<file path="config.mk">
export PLATFORM = sky130hd
export DESIGN_NAME = afsl_fault_status
export DESIGN_NICKNAME = d
export VERILOG_FILES = /design/src/rtl/afsl_pkg.sv /design/src/rtl/afsl_fault_status.sv
export VERILOG_INCLUDE_DIRS = /design/src /design/src/rtl
export SDC_FILE = /design/constraint.sdc
export NUM_CORES = 1
export LEC_CHECK = 0
export ABC_AREA = 0
export CORE_MARGIN = 2
export CORE_UTILIZATION = 65
export CTS_CLUSTER_DIAMETER = 200
export DETAILED_ROUTE_END_ITERATION = 8
export DONT_BUFFER_PORTS = 1
export PLACE_DENSITY_LB_ADDON = 0.12
export SYNTH_ARGS = -nofsm -noshare
export SYNTH_HDL_FRONTEND = slang
export SYNTH_SLANG_ARGS = --single-unit
</file>
<file path="constraint.sdc">
create_clock -name pclk -period 7.26 [get_ports pclk]
set_input_delay 1.452 -clock pclk [delete_from_list [all_inputs] [get_ports pclk]]
set_output_delay 1.452 -clock pclk [all_outputs]
set_load 0.005 [all_outputs]
</file>
<file path="src/rtl/afsl_cfg.svh">
// Purpose: Register map, reset values, bit positions and timing counts for the axis fault status logic.
// Assumes: 200 MHz pclk, APB with 32-bit data, one word per register.
// Notes: Timing counts are derived from times in microseconds.
// Contract
// [RULE_01] Resolver rate: 0 off, 1..8 doubling periods
// [RULE_02] Resolver rate change waits for controller reset
// [RULE_03] Scan rate: 0 off, 1.6-12.8 ms, default 2
// [RULE_04] Loop checks off blocks bits 12-15
// [RULE_05] Slot merge gives task-2 slots to task 1
// [RULE_06] Invert mask bit inverts raw status bit
// [RULE_07] Inverted limit/user input: low reads one
// [RULE_08] Invert mask resets to 0x329
// [RULE_09] Software changes only limit and user-input bits; the polarity mask write here takes all 24 bits
// [RULE_10] Masks share error word bit positions
// [RULE_11] Bits 0-5: feedback, drive, user inputs
// [RULE_12] Bits 6-11: limits, reserved, resolver error
// [RULE_13] Bits 12-15: loop traps
// [RULE_14] Bits 16-21 software/runtime/calibration; 22-23 reserved
// [RULE_15] Default actions: feedhold, task stops, amp off
// [RULE_16] Scan tick loads raw xor mask
`ifndef AFSL_CFG_SVH
`define AFSL_CFG_SVH
`define AFSL_OFF_ERROR 12'h000
`define AFSL_OFF_POLARITY 12'h004
`define AFSL_OFF_RESOLVER 12'h008
`define AFSL_OFF_SCAN 12'h00C
`define AFSL_OFF_LOOPCHK 12'h010
`define AFSL_OFF_MERGE 12'h014
`define AFSL_OFF_ACTIVE 12'h018
`define AFSL_OFF_CTRLRST 12'h01C
`define AFSL_RST_POLARITY 24'h00_0329
`define AFSL_RST_RESOLVER 4'h0
`define AFSL_RST_SCAN 3'h2
`define AFSL_RST_LOOPCHK 1'b1
`define AFSL_RST_MERGE 1'b0
`define AFSL_RSVD_MASK 24'hC0_0400
`define AFSL_TRAP_MASK 24'h00_F000
`define AFSL_BIT_FEEDHOLD 3
`define AFSL_BIT_STOP_T1 16
`define AFSL_BIT_STOP_T2 17
`define AFSL_BIT_AMP_OFF 18
`define AFSL_BASE_US 100
`define AFSL_CLK_MHZ 200
`define AFSL_BASE_CYC (`AFSL_BASE_US * `AFSL_CLK_MHZ)
`define AFSL_SCAN_BASE_US 1600
`define AFSL_SCAN_BASE_CYC (`AFSL_SCAN_BASE_US * `AFSL_CLK_MHZ)
`endif

</file>
<file path="src/rtl/afsl_pkg.sv">
// Purpose: Types for the axis fault status logic.
// Assumes: Constants live in afsl_cfg.svh.
// Notes: None.
package afsl_pkg;
  typedef logic [23:0] afsl_word_t;
  typedef enum logic [2:0] {
    AFSL_IDLE = 3'b001,
    AFSL_SETUP = 3'b010,
    AFSL_ACCESS = 3'b100
  } afsl_apb_t;
endpackage

</file>
<file path="src/rtl/afsl_fault_status.sv">
// Purpose: Error status word, polarity mask, rate selects and loop settings of one axis.
// Assumes: Raw inputs are asynchronous pins or software trap levels; APB slave, zero wait.
// Notes: The pending resolver rate applies on a controller reset write; scan rate writes apply at once.
//
// Chosen here: the register offsets and the APB register port.
`timescale 1ns/1ps
`include "afsl_cfg.svh"
module afsl_fault_status
  import afsl_pkg::*;
#(
  parameter int BASE_CYC = `AFSL_BASE_CYC,
  parameter int SCAN_BASE_CYC = `AFSL_SCAN_BASE_CYC
) (
  // Clock and reset
  input wire logic pclk,
  input wire logic presetn,
  input wire logic clk_en,
  // APB
  input wire logic psel,
  input wire logic penable,
  input wire logic pwrite,
  input wire logic [11:0] paddr,
  input wire logic [31:0] pwdata,
  output logic [31:0] prdata,
  output logic pready,
  output logic pslverr,
  // Raw fault sources
  input wire logic [23:0] raw_status,
  // Settings and actions
  output logic resolver_tick,
  output logic [3:0] resolver_rate_active,
  output logic loop_check_enable,
  output logic task_slot_merge,
  output logic fast_feedhold,
  output logic stop_task1,
  output logic stop_task2,
  output logic amp_disable
);
  afsl_word_t sync1_r, sync2_r, err_r, err_nxt, pol_r, pol_nxt;
  logic [3:0] res_sel_r, res_sel_nxt, res_act_r, res_act_nxt;
  logic [2:0] scan_r, scan_nxt;
  logic lchk_r, lchk_nxt, merge_r, merge_nxt;
  logic [31:0] prdata_nxt;
  logic pready_nxt, pslverr_nxt;
  logic [31:0] scan_cnt_r, scan_cnt_nxt, res_cnt_r, res_cnt_nxt;
  logic scan_tick, res_tick_nxt, res_tick_r;
  logic acc, wr, hit;

  // Scan period in cycles
  function automatic logic [31:0] scan_period(input logic [2:0] code);
    scan_period = 32'(SCAN_BASE_CYC) << (code - 3'd1);
  endfunction

  // Resolver period in cycles
  function automatic logic [31:0] res_period(input logic [3:0] code);
    res_period = 32'(BASE_CYC) << (code - 4'd1);
  endfunction

  // Two-stage synchroniser for raw sources
  always_ff @(posedge pclk or negedge presetn) begin
    if (!presetn) begin
      sync1_r <= '0;
      sync2_r <= '0;
    end else if (clk_en) begin
      sync1_r <= raw_status;
      sync2_r <= sync1_r;
    end
  end

  assign acc = psel && penable;
  assign wr = acc && pwrite;

  always_comb begin
    pol_nxt = pol_r;
    res_sel_nxt = res_sel_r;
    res_act_nxt = res_act_r;
    scan_nxt = scan_r;
    lchk_nxt = lchk_r;
    merge_nxt = merge_r;
    hit = 1'b1;
    prdata_nxt = '0;
    unique case (paddr)
      `AFSL_OFF_ERROR: prdata_nxt = {8'h00, err_r};
      `AFSL_OFF_POLARITY: prdata_nxt = {8'h00, pol_r};
      `AFSL_OFF_RESOLVER: prdata_nxt = {28'h000_0000, res_sel_r};
      `AFSL_OFF_SCAN: prdata_nxt = {29'h0000_0000, scan_r};
      `AFSL_OFF_LOOPCHK: prdata_nxt = {31'h0000_0000, lchk_r};
      `AFSL_OFF_MERGE: prdata_nxt = {31'h0000_0000, merge_r};
      `AFSL_OFF_ACTIVE: prdata_nxt = {28'h000_0000, res_act_r};
      `AFSL_OFF_CTRLRST: prdata_nxt = '0;
      default: hit = 1'b0;
    endcase
    if (wr) begin
      unique case (paddr)
        // [RULE_08] [RULE_10] Polarity mask write
        `AFSL_OFF_POLARITY: pol_nxt = pwdata[23:0];
        // [RULE_01] Codes above 8 ignored
        `AFSL_OFF_RESOLVER: if (pwdata[3:0] <= 4'd8) res_sel_nxt = pwdata[3:0];
        // [RULE_03] Codes above 4 ignored
        `AFSL_OFF_SCAN: if (pwdata[2:0] <= 3'd4) scan_nxt = pwdata[2:0];
        `AFSL_OFF_LOOPCHK: lchk_nxt = pwdata[0];
        `AFSL_OFF_MERGE: merge_nxt = pwdata[0];
        // [RULE_02] Controller reset applies resolver rate
        `AFSL_OFF_CTRLRST: if (pwdata[0]) res_act_nxt = res_sel_r;
        default: ;
      endcase
    end
    pready_nxt = 1'b1;
    pslverr_nxt = psel && !penable && !hit;
    if (!(psel && !penable) || pwrite) prdata_nxt = '0;
  end

  // Scan and resolver timers
  always_comb begin
    scan_tick = 1'b0;
    scan_cnt_nxt = scan_cnt_r + 32'd1;
    if (scan_r == 3'd0) begin
      scan_cnt_nxt = '0;
    end else if (scan_cnt_r >= scan_period(scan_r) - 32'd1) begin
      scan_cnt_nxt = '0;
      scan_tick = 1'b1;
    end
    res_tick_nxt = 1'b0;
    res_cnt_nxt = res_cnt_r + 32'd1;
    if (res_act_r == 4'd0) begin
      res_cnt_nxt = '0;
    end else if (res_cnt_r >= res_period(res_act_r) - 32'd1) begin
      res_cnt_nxt = '0;
      res_tick_nxt = 1'b1;
    end
    err_nxt = err_r;
    // [RULE_16] [RULE_06] [RULE_07] Load on scan tick only
    if (scan_tick) begin
      err_nxt = sync2_r ^ pol_r;
      // [RULE_04] Loop traps blocked when checks off
      if (!lchk_r) err_nxt = err_nxt & ~`AFSL_TRAP_MASK;
      // [RULE_12] [RULE_14] Reserved bits read zero
      err_nxt = err_nxt & ~`AFSL_RSVD_MASK;
    end
  end

  always_ff @(posedge pclk or negedge presetn) begin
    if (!presetn) begin
      err_r <= '0;
      pol_r <= `AFSL_RST_POLARITY;
      res_sel_r <= `AFSL_RST_RESOLVER;
      res_act_r <= `AFSL_RST_RESOLVER;
      scan_r <= `AFSL_RST_SCAN;
      lchk_r <= `AFSL_RST_LOOPCHK;
      merge_r <= `AFSL_RST_MERGE;
      scan_cnt_r <= '0;
      res_cnt_r <= '0;
      res_tick_r <= 1'b0;
      prdata <= '0;
      pready <= 1'b0;
      pslverr <= 1'b0;
    end else if (clk_en) begin
      err_r <= err_nxt;
      pol_r <= pol_nxt;
      res_sel_r <= res_sel_nxt;
      res_act_r <= res_act_nxt;
      scan_r <= scan_nxt;
      lchk_r <= lchk_nxt;
      merge_r <= merge_nxt;
      scan_cnt_r <= scan_cnt_nxt;
      res_cnt_r <= res_cnt_nxt;
      res_tick_r <= res_tick_nxt;
      if (psel && !penable) begin
        prdata <= prdata_nxt;
        pslverr <= pslverr_nxt;
      end
      pready <= pready_nxt;
    end
  end

  // [RULE_11] [RULE_13] [RULE_15] Default actions from status word
  always_ff @(posedge pclk or negedge presetn) begin
    if (!presetn) begin
      fast_feedhold <= 1'b0;
      stop_task1 <= 1'b0;
      stop_task2 <= 1'b0;
      amp_disable <= 1'b0;
      resolver_tick <= 1'b0;
      resolver_rate_active <= `AFSL_RST_RESOLVER;
      loop_check_enable <= `AFSL_RST_LOOPCHK;
      task_slot_merge <= `AFSL_RST_MERGE;
    end else if (clk_en) begin
      fast_feedhold <= err_r[`AFSL_BIT_FEEDHOLD];
      stop_task1 <= err_r[`AFSL_BIT_STOP_T1];
      // [RULE_05] Merge disables task 2
      stop_task2 <= err_r[`AFSL_BIT_STOP_T2] || merge_r;
      amp_disable <= err_r[`AFSL_BIT_AMP_OFF];
      resolver_tick <= res_tick_r;
      resolver_rate_active <= res_act_r;
      loop_check_enable <= lchk_r;
      task_slot_merge <= merge_r;
    end
  end
endmodule

</file>
Word level (Yosys, flattened, before mapping)
Index checks and enable logic that the tools add are counted.
{"block": "op_classes", "eq_ne": 7, "add_sub_neg": 6, "reduce_logical": 21, "order_cmp": 4, "bitwise": 1, "shifts": 2, "mux": 12}
{"cell": "$pmux 24 s7", "n": 1}
{"cell": "$mux 32", "n": 5}
{"cell": "$add 32x1->32 const B", "n": 2}
{"cell": "$ge 32x32->1", "n": 2}
{"cell": "$sub 32x1->32 const B", "n": 2}
{"cell": "$eq 12x5->1 const B", "n": 4}
{"cell": "$shl 15x4->32 const A", "n": 1}
{"cell": "$shl 19x3->32 const A", "n": 1}
{"cell": "$eq 12x4->1 const B", "n": 2}
{"cell": "$xor 22x22->22", "n": 1}
{"cell": "$mux 16", "n": 1}
{"cell": "$eq 12x3->1 const B", "n": 1}
{"cell": "$logic_not 12->1", "n": 1}
{"cell": "$reduce_and 4->1", "n": 3}
{"cell": "$reduce_and 3->1", "n": 3}
{"cell": "$reduce_or 8->1", "n": 1}
{"cell": "$mux 1", "n": 5}
{"cell": "$le 4x4->1 const B", "n": 1}
{"cell": "$logic_and 1x1->1", "n": 4}
{"cell": "$logic_not 4->1", "n": 1}
{"cell": "$reduce_and 2->1", "n": 2}
{"cell": "$sub 4x1->4 const B", "n": 1}
{"cell": "$le 3x3->1 const B", "n": 1}
{"cell": "$logic_not 1->1", "n": 3}
{"cell": "3 further kinds", "n": 4}
{"block": "totals", "register_bits": 212, "in_bits": 74, "out_inout_bits": 45, "word_cells": 76}

Longest topological paths before layout
{"block": "logic_depth", "ltp_word": 7, "depth_mapped": 23, "depth_no_buf": 18}

Least setup slack after synthesis
OpenSTA, ideal clock, no wires.
{"block": "synth_path", "path_type": "register to register", "start": "register res_act_r[0]", "end": "register res_cnt_r[14]", "setup_time_ps": 116, "n_path_buf": 5, "setup_slack_ps": 2137, "synth_period_minus_slack_ps": 5123, "required_ps": 7144, "stages_incl_launch_ff": 22, "t_arrival_ps": 5007, "cell_sequence": "dfrtp_1 buf_2 clkbuf_1 inv_1 ha_1 ha_1 clkbuf_1 clkbuf_1 mux2i_1 a31oi_1 or3_4 nor3_2 a221o_1 ha_1 a21oi_1 o21ai_0 a221oi_1 o21ai_0 nor3_1 nand2_1 clkbuf_1 o311ai_0"}
{"block": "synth_between", "elab_chain_cells": 6, "elab_cells_between_ends": 7, "cone_classes": "add/sub: 2; order compare: 1; shift: 1; mux: 2; reduce/logical: 1"}
{"element": "start: declaration", "line_no": "afsl_fault_status.sv:40", "text": "logic [3:0] res_sel_r, res_sel_nxt, res_act_r, res_act_nxt;"}
{"element": "start signal: assignment", "line_no": "afsl_fault_status.sv:147", "text": "res_act_r <= `AFSL_RST_RESOLVER;"}
{"element": "start signal: assignment", "line_no": "afsl_fault_status.sv:161", "text": "res_act_r <= res_act_nxt;"}
{"element": "$sub 4x1->4", "line_no": "afsl_fault_status.sv:56", "text": "res_period = 32'(BASE_CYC) << (code - 4'd1);"}
{"element": "$shl 15x4->32", "line_no": "afsl_fault_status.sv:56"}
{"element": "$sub 32x1->32", "line_no": "afsl_fault_status.sv:127", "text": "end else if (res_cnt_r >= res_period(res_act_r) - 32'd1) begin"}
{"element": "$ge 32x32->1", "line_no": "afsl_fault_status.sv:127"}
{"element": "$mux 32", "line_no": "afsl_fault_status.sv:127"}
{"element": "$mux 32 *", "line_no": "afsl_fault_status.sv:125", "text": "if (res_act_r == 4'd0) begin"}
{"element": "end signal: assignment", "line_no": "afsl_fault_status.sv:166", "text": "res_cnt_r <= res_cnt_nxt;"}
{"element": "end: declaration", "line_no": "afsl_fault_status.sv:45", "text": "logic [31:0] scan_cnt_r, scan_cnt_nxt, res_cnt_r, res_cnt_nxt;"}
Mark *: on every way between the ends. The rest lies on a longest branch, timed or not.
A chain may end at the register's enable or synchronous reset.

Worst setup path in the final report
{"block": "layout_path", "start": "register res_act_r[0]", "end": "register res_cnt_r[4]"}
The elaborated chain is that of the path after synthesis.

==> flow_metrics.tcl <==
set metrics [dict create \
    drive_gt1_share_pct 14.3 \
    finalWirelength_um 25400 \
    slew_headroom_pct 39.4 \
    path_class "register to register" \
    seq_area_frac_synth_pct 43.4 \
    power_mw 2.99 \
    cts_hold_buf 0 \
    crit_fanout 30 \
    report.final.slew_viol_count 0 \
    path_cells "inv_1 > ha_1 > ha_1 > o311ai_0 > a222oi_1 > nor3_1 > nand4bb_4 > or3_4 > nor3_2 > a221o_1 > ha_1 > a21oi_1 > o21ai_0 > a221oi_1 > o21ai_0 > nor3_2 > nand2_1 > buf_4 > o311ai_0" \
    crit_top_cell "ha_1" \
    synth.most_common_cell "dfrtp_1" \
    peakVddDrop_mv 0.226 \
    cap_violations 0 \
    clock-sinks 202 \
    start_kind "register" \
    ant_nets 0 \
    cts_buffers 23 \
    synth_top_family_by_area "simple AND/OR/NAND/NOR gates" \
    gp_congestion 0.881 \
    num_antenna_cells 0 \
    ys_async_sr_fraction_pct 100 \
    fp.dieH_um 138 \
    drt_first_pass_iters 5 \
    setup_viol 0 \
    fin_nets 1305 \
    fin_area_mm2 0.0125 \
    power_frac_comb_pct 16.2 \
    muxShareOfSynthArea_pct 10.8 \
    pwr-share-seq_pct 46.9 \
    hold_path_depth 1 \
    pwr-share-clk_pct 36.9 \
    ys_types 68 \
    post-place-ws_ns 1.60 \
    boundaryPins 119 \
    setup_tns_ns 0 \
    num_rows 49 \
    synth_area_leader_cell "dfrtp_1" \
    post_cts_buffers 0 \
    skew_ns 0.00814 \
    synth_compound_area_share_pct 14.7 \
    grt_pass1_wl_um 43300 \
    core_mm2 0.0178 \
    synth_top_cell_area_share_pct 41.6 \
    synthTopCellsByArea "dfrtp_1, mux2_2, ha_1, nand2_1, nand3_1" \
    synth_enable_flop_cells 0 \
    drt_iter0_drc 571 \
    cts_tree "yes" \
    fin_crit_sh_pct 78.5 \
    crit_slowest_cell "dfrtp_1" \
    avgRoutedWirePerCell_um 18.0 \
    clkTransAtPathRegs_ns 0.06 \
    dieArea_mm2 0.0191 \
    fin_cells 1412 \
    syn_area_per_cell_um2 9.82 \
    ys_seq_elements 202 \
    arrival_ns 6.08 \
    power_density_mw_per_mm2 240 \
    cts_resized 0 \
    portBuffers 0 \
    via_per_inst 6.29 \
    place_area_mm2 0.0117 \
    grt_start_max_net_pins 203 \
    rsz0062_at_grt "false" \
    ys.flop_type "dfrtp_1" \
    p_int_mw 2.10 \
    worst_pin_slew_ns 0.909 \
    grt_usage_pct 26.9 \
    leakage_nw 5.42 \
    finalHoldViolCount 0 \
    via_count 8879 \
    finalCriticalPeriod_ns 5.70 \
    h-tree-depth 1 \
    grt_pass1_vias 8642 \
    initial_core_util_pct 65.7 \
    syn_area_mm2 0.0117 \
    drcViolationCount 0 \
    antenna_found_initial 0 \
    clockBufferDepth 3 \
    utilization_pct 70.1 \
    hold_path.class "register to register" \
    syn_to_final_growth_pct 6.67 \
    synth_common_cells "dfrtp_1, nand2_1, mux2_2, nand3_1" \
    synth-adder-area-share_pct 6.96 \
    sw_frac_of_total_pct 29.6 \
    fmaxAchievable_ghz 0.176 \
    synthSimpleGateAreaFrac_pct 17.4 \
    rr_worst_depth 19 \
    whs_ns 0.495 \
    synth_xor_area_share_pct 2.92 \
    p_sw_mw 0.885 \
    syn_inst 1190 \
    fin_ws_ns 1.56 \
    dp_hpwl_um 16900 \
    status "finished, final reports clean" \
    slowest_delay_ns 0.75 \
    clkLatencyLatePin_ns 0.52 \
    end_kind "register" \
    dpl.cell_count 1370 \
    die_w_um 138 \
    overflow 0 \
    yosysWarningCount 0 \
    critPathRequiredTime_ns 7.65 \
    clockRootBuffer "clkbuf_16" \
]
-- metal layers --
layer	global-route usage (%)	part of all wire [%]
met1	37.1	45
met2	44.0	47
met3	6.10	6.5
met4	6.12	1.8
met5	0	0
-- path summary, 6_finish.rpt --
path | startpoint | to | slack [ns]
max | res_act_r[0] | res_cnt_r[4] | 1.56
min | pready | pready | 0.49
max reg2reg | res_act_r[0] | res_cnt_r[4] | 1.56
min reg2reg | pready | pready | 0.49
max in group asynchronous | presetn | lchk_r | 6.28
min in group asynchronous | presetn | scan_cnt_r[27] | 0.62
-- final cells by class --
type / instances / area (um2)
tap: 229 / 287
fill: 1362 / 5320
clock inverter: 8 / 61.3
clock buffer: 34 / 657
timing repair buffer: 6 / 45.0
inverter: 30 / 113
sequential: 202 / 5060
multi-input combinational: 903 / 6230
-- placed cells by master, fill, tap and decap left out, drive strengths merged, types with 13 or more instances in the layout --
cell type,synthesis,layout
a21oi,37,37
a22oi,18,18
a31oi,18,18
and3,18,18
clkbuf,39,34
conb,2,14
dfrtp,194,194
ha,65,65
inv,30,32
mux2,100,100
mux2i,13,13
nand2,144,144
nand3,73,73
nand4,16,16
nor2,67,67
nor2b,23,23
nor3,25,25
o21ai,67,67
o311ai,29,29
o31ai,22,22
xor2,28,28
-- critical path: cells and delay by family, from the launching register on --
kind                       cells  cell delay [ns]
AOI/OAI and AO/OA              8             1.73
and+or+nand+nor                6             1.45
DFF                            1             0.75
buffers and inverters          2             0.49
adders and majority gates      3             1.14
-- cell families (layout without fill, tap and decap cells) --
family,count (synthesis),after routing
other,2,14
multiplexers,113,113
buffers and inverters,97,78
XOR/XNOR,39,39
adder cells (fa/ha/maj),65,65
flip-flops,202,202
AO/OA/AOI/OAI,254,254
AND/OR/NAND/NOR,418,418
-- power groups by stage --
stage	Clock, mW	Sequential [mW]	Combinational (mW)
finish	1.10	1.40	0.483
floorplan	0	1.37	0.401
global route	1.17	1.43	0.559
global placement	0	1.41	0.453
CTS	1.12	1.40	0.484
detailed placement	0	1.42	0.483
-- sequential cells by signal, indices dropped and copies added (netlist names), 3 cells and up --
signal and count:
scan_cnt_r 32, scan_r 3, pol_r 24, res_act_r 4, err_r 21, res_cnt_r 32
sync2_r 21, prdata 24, sync1_r 21, res_sel_r 4, resolver_rate_active 4
Note: power is estimated with default switching activity, not from simulation.
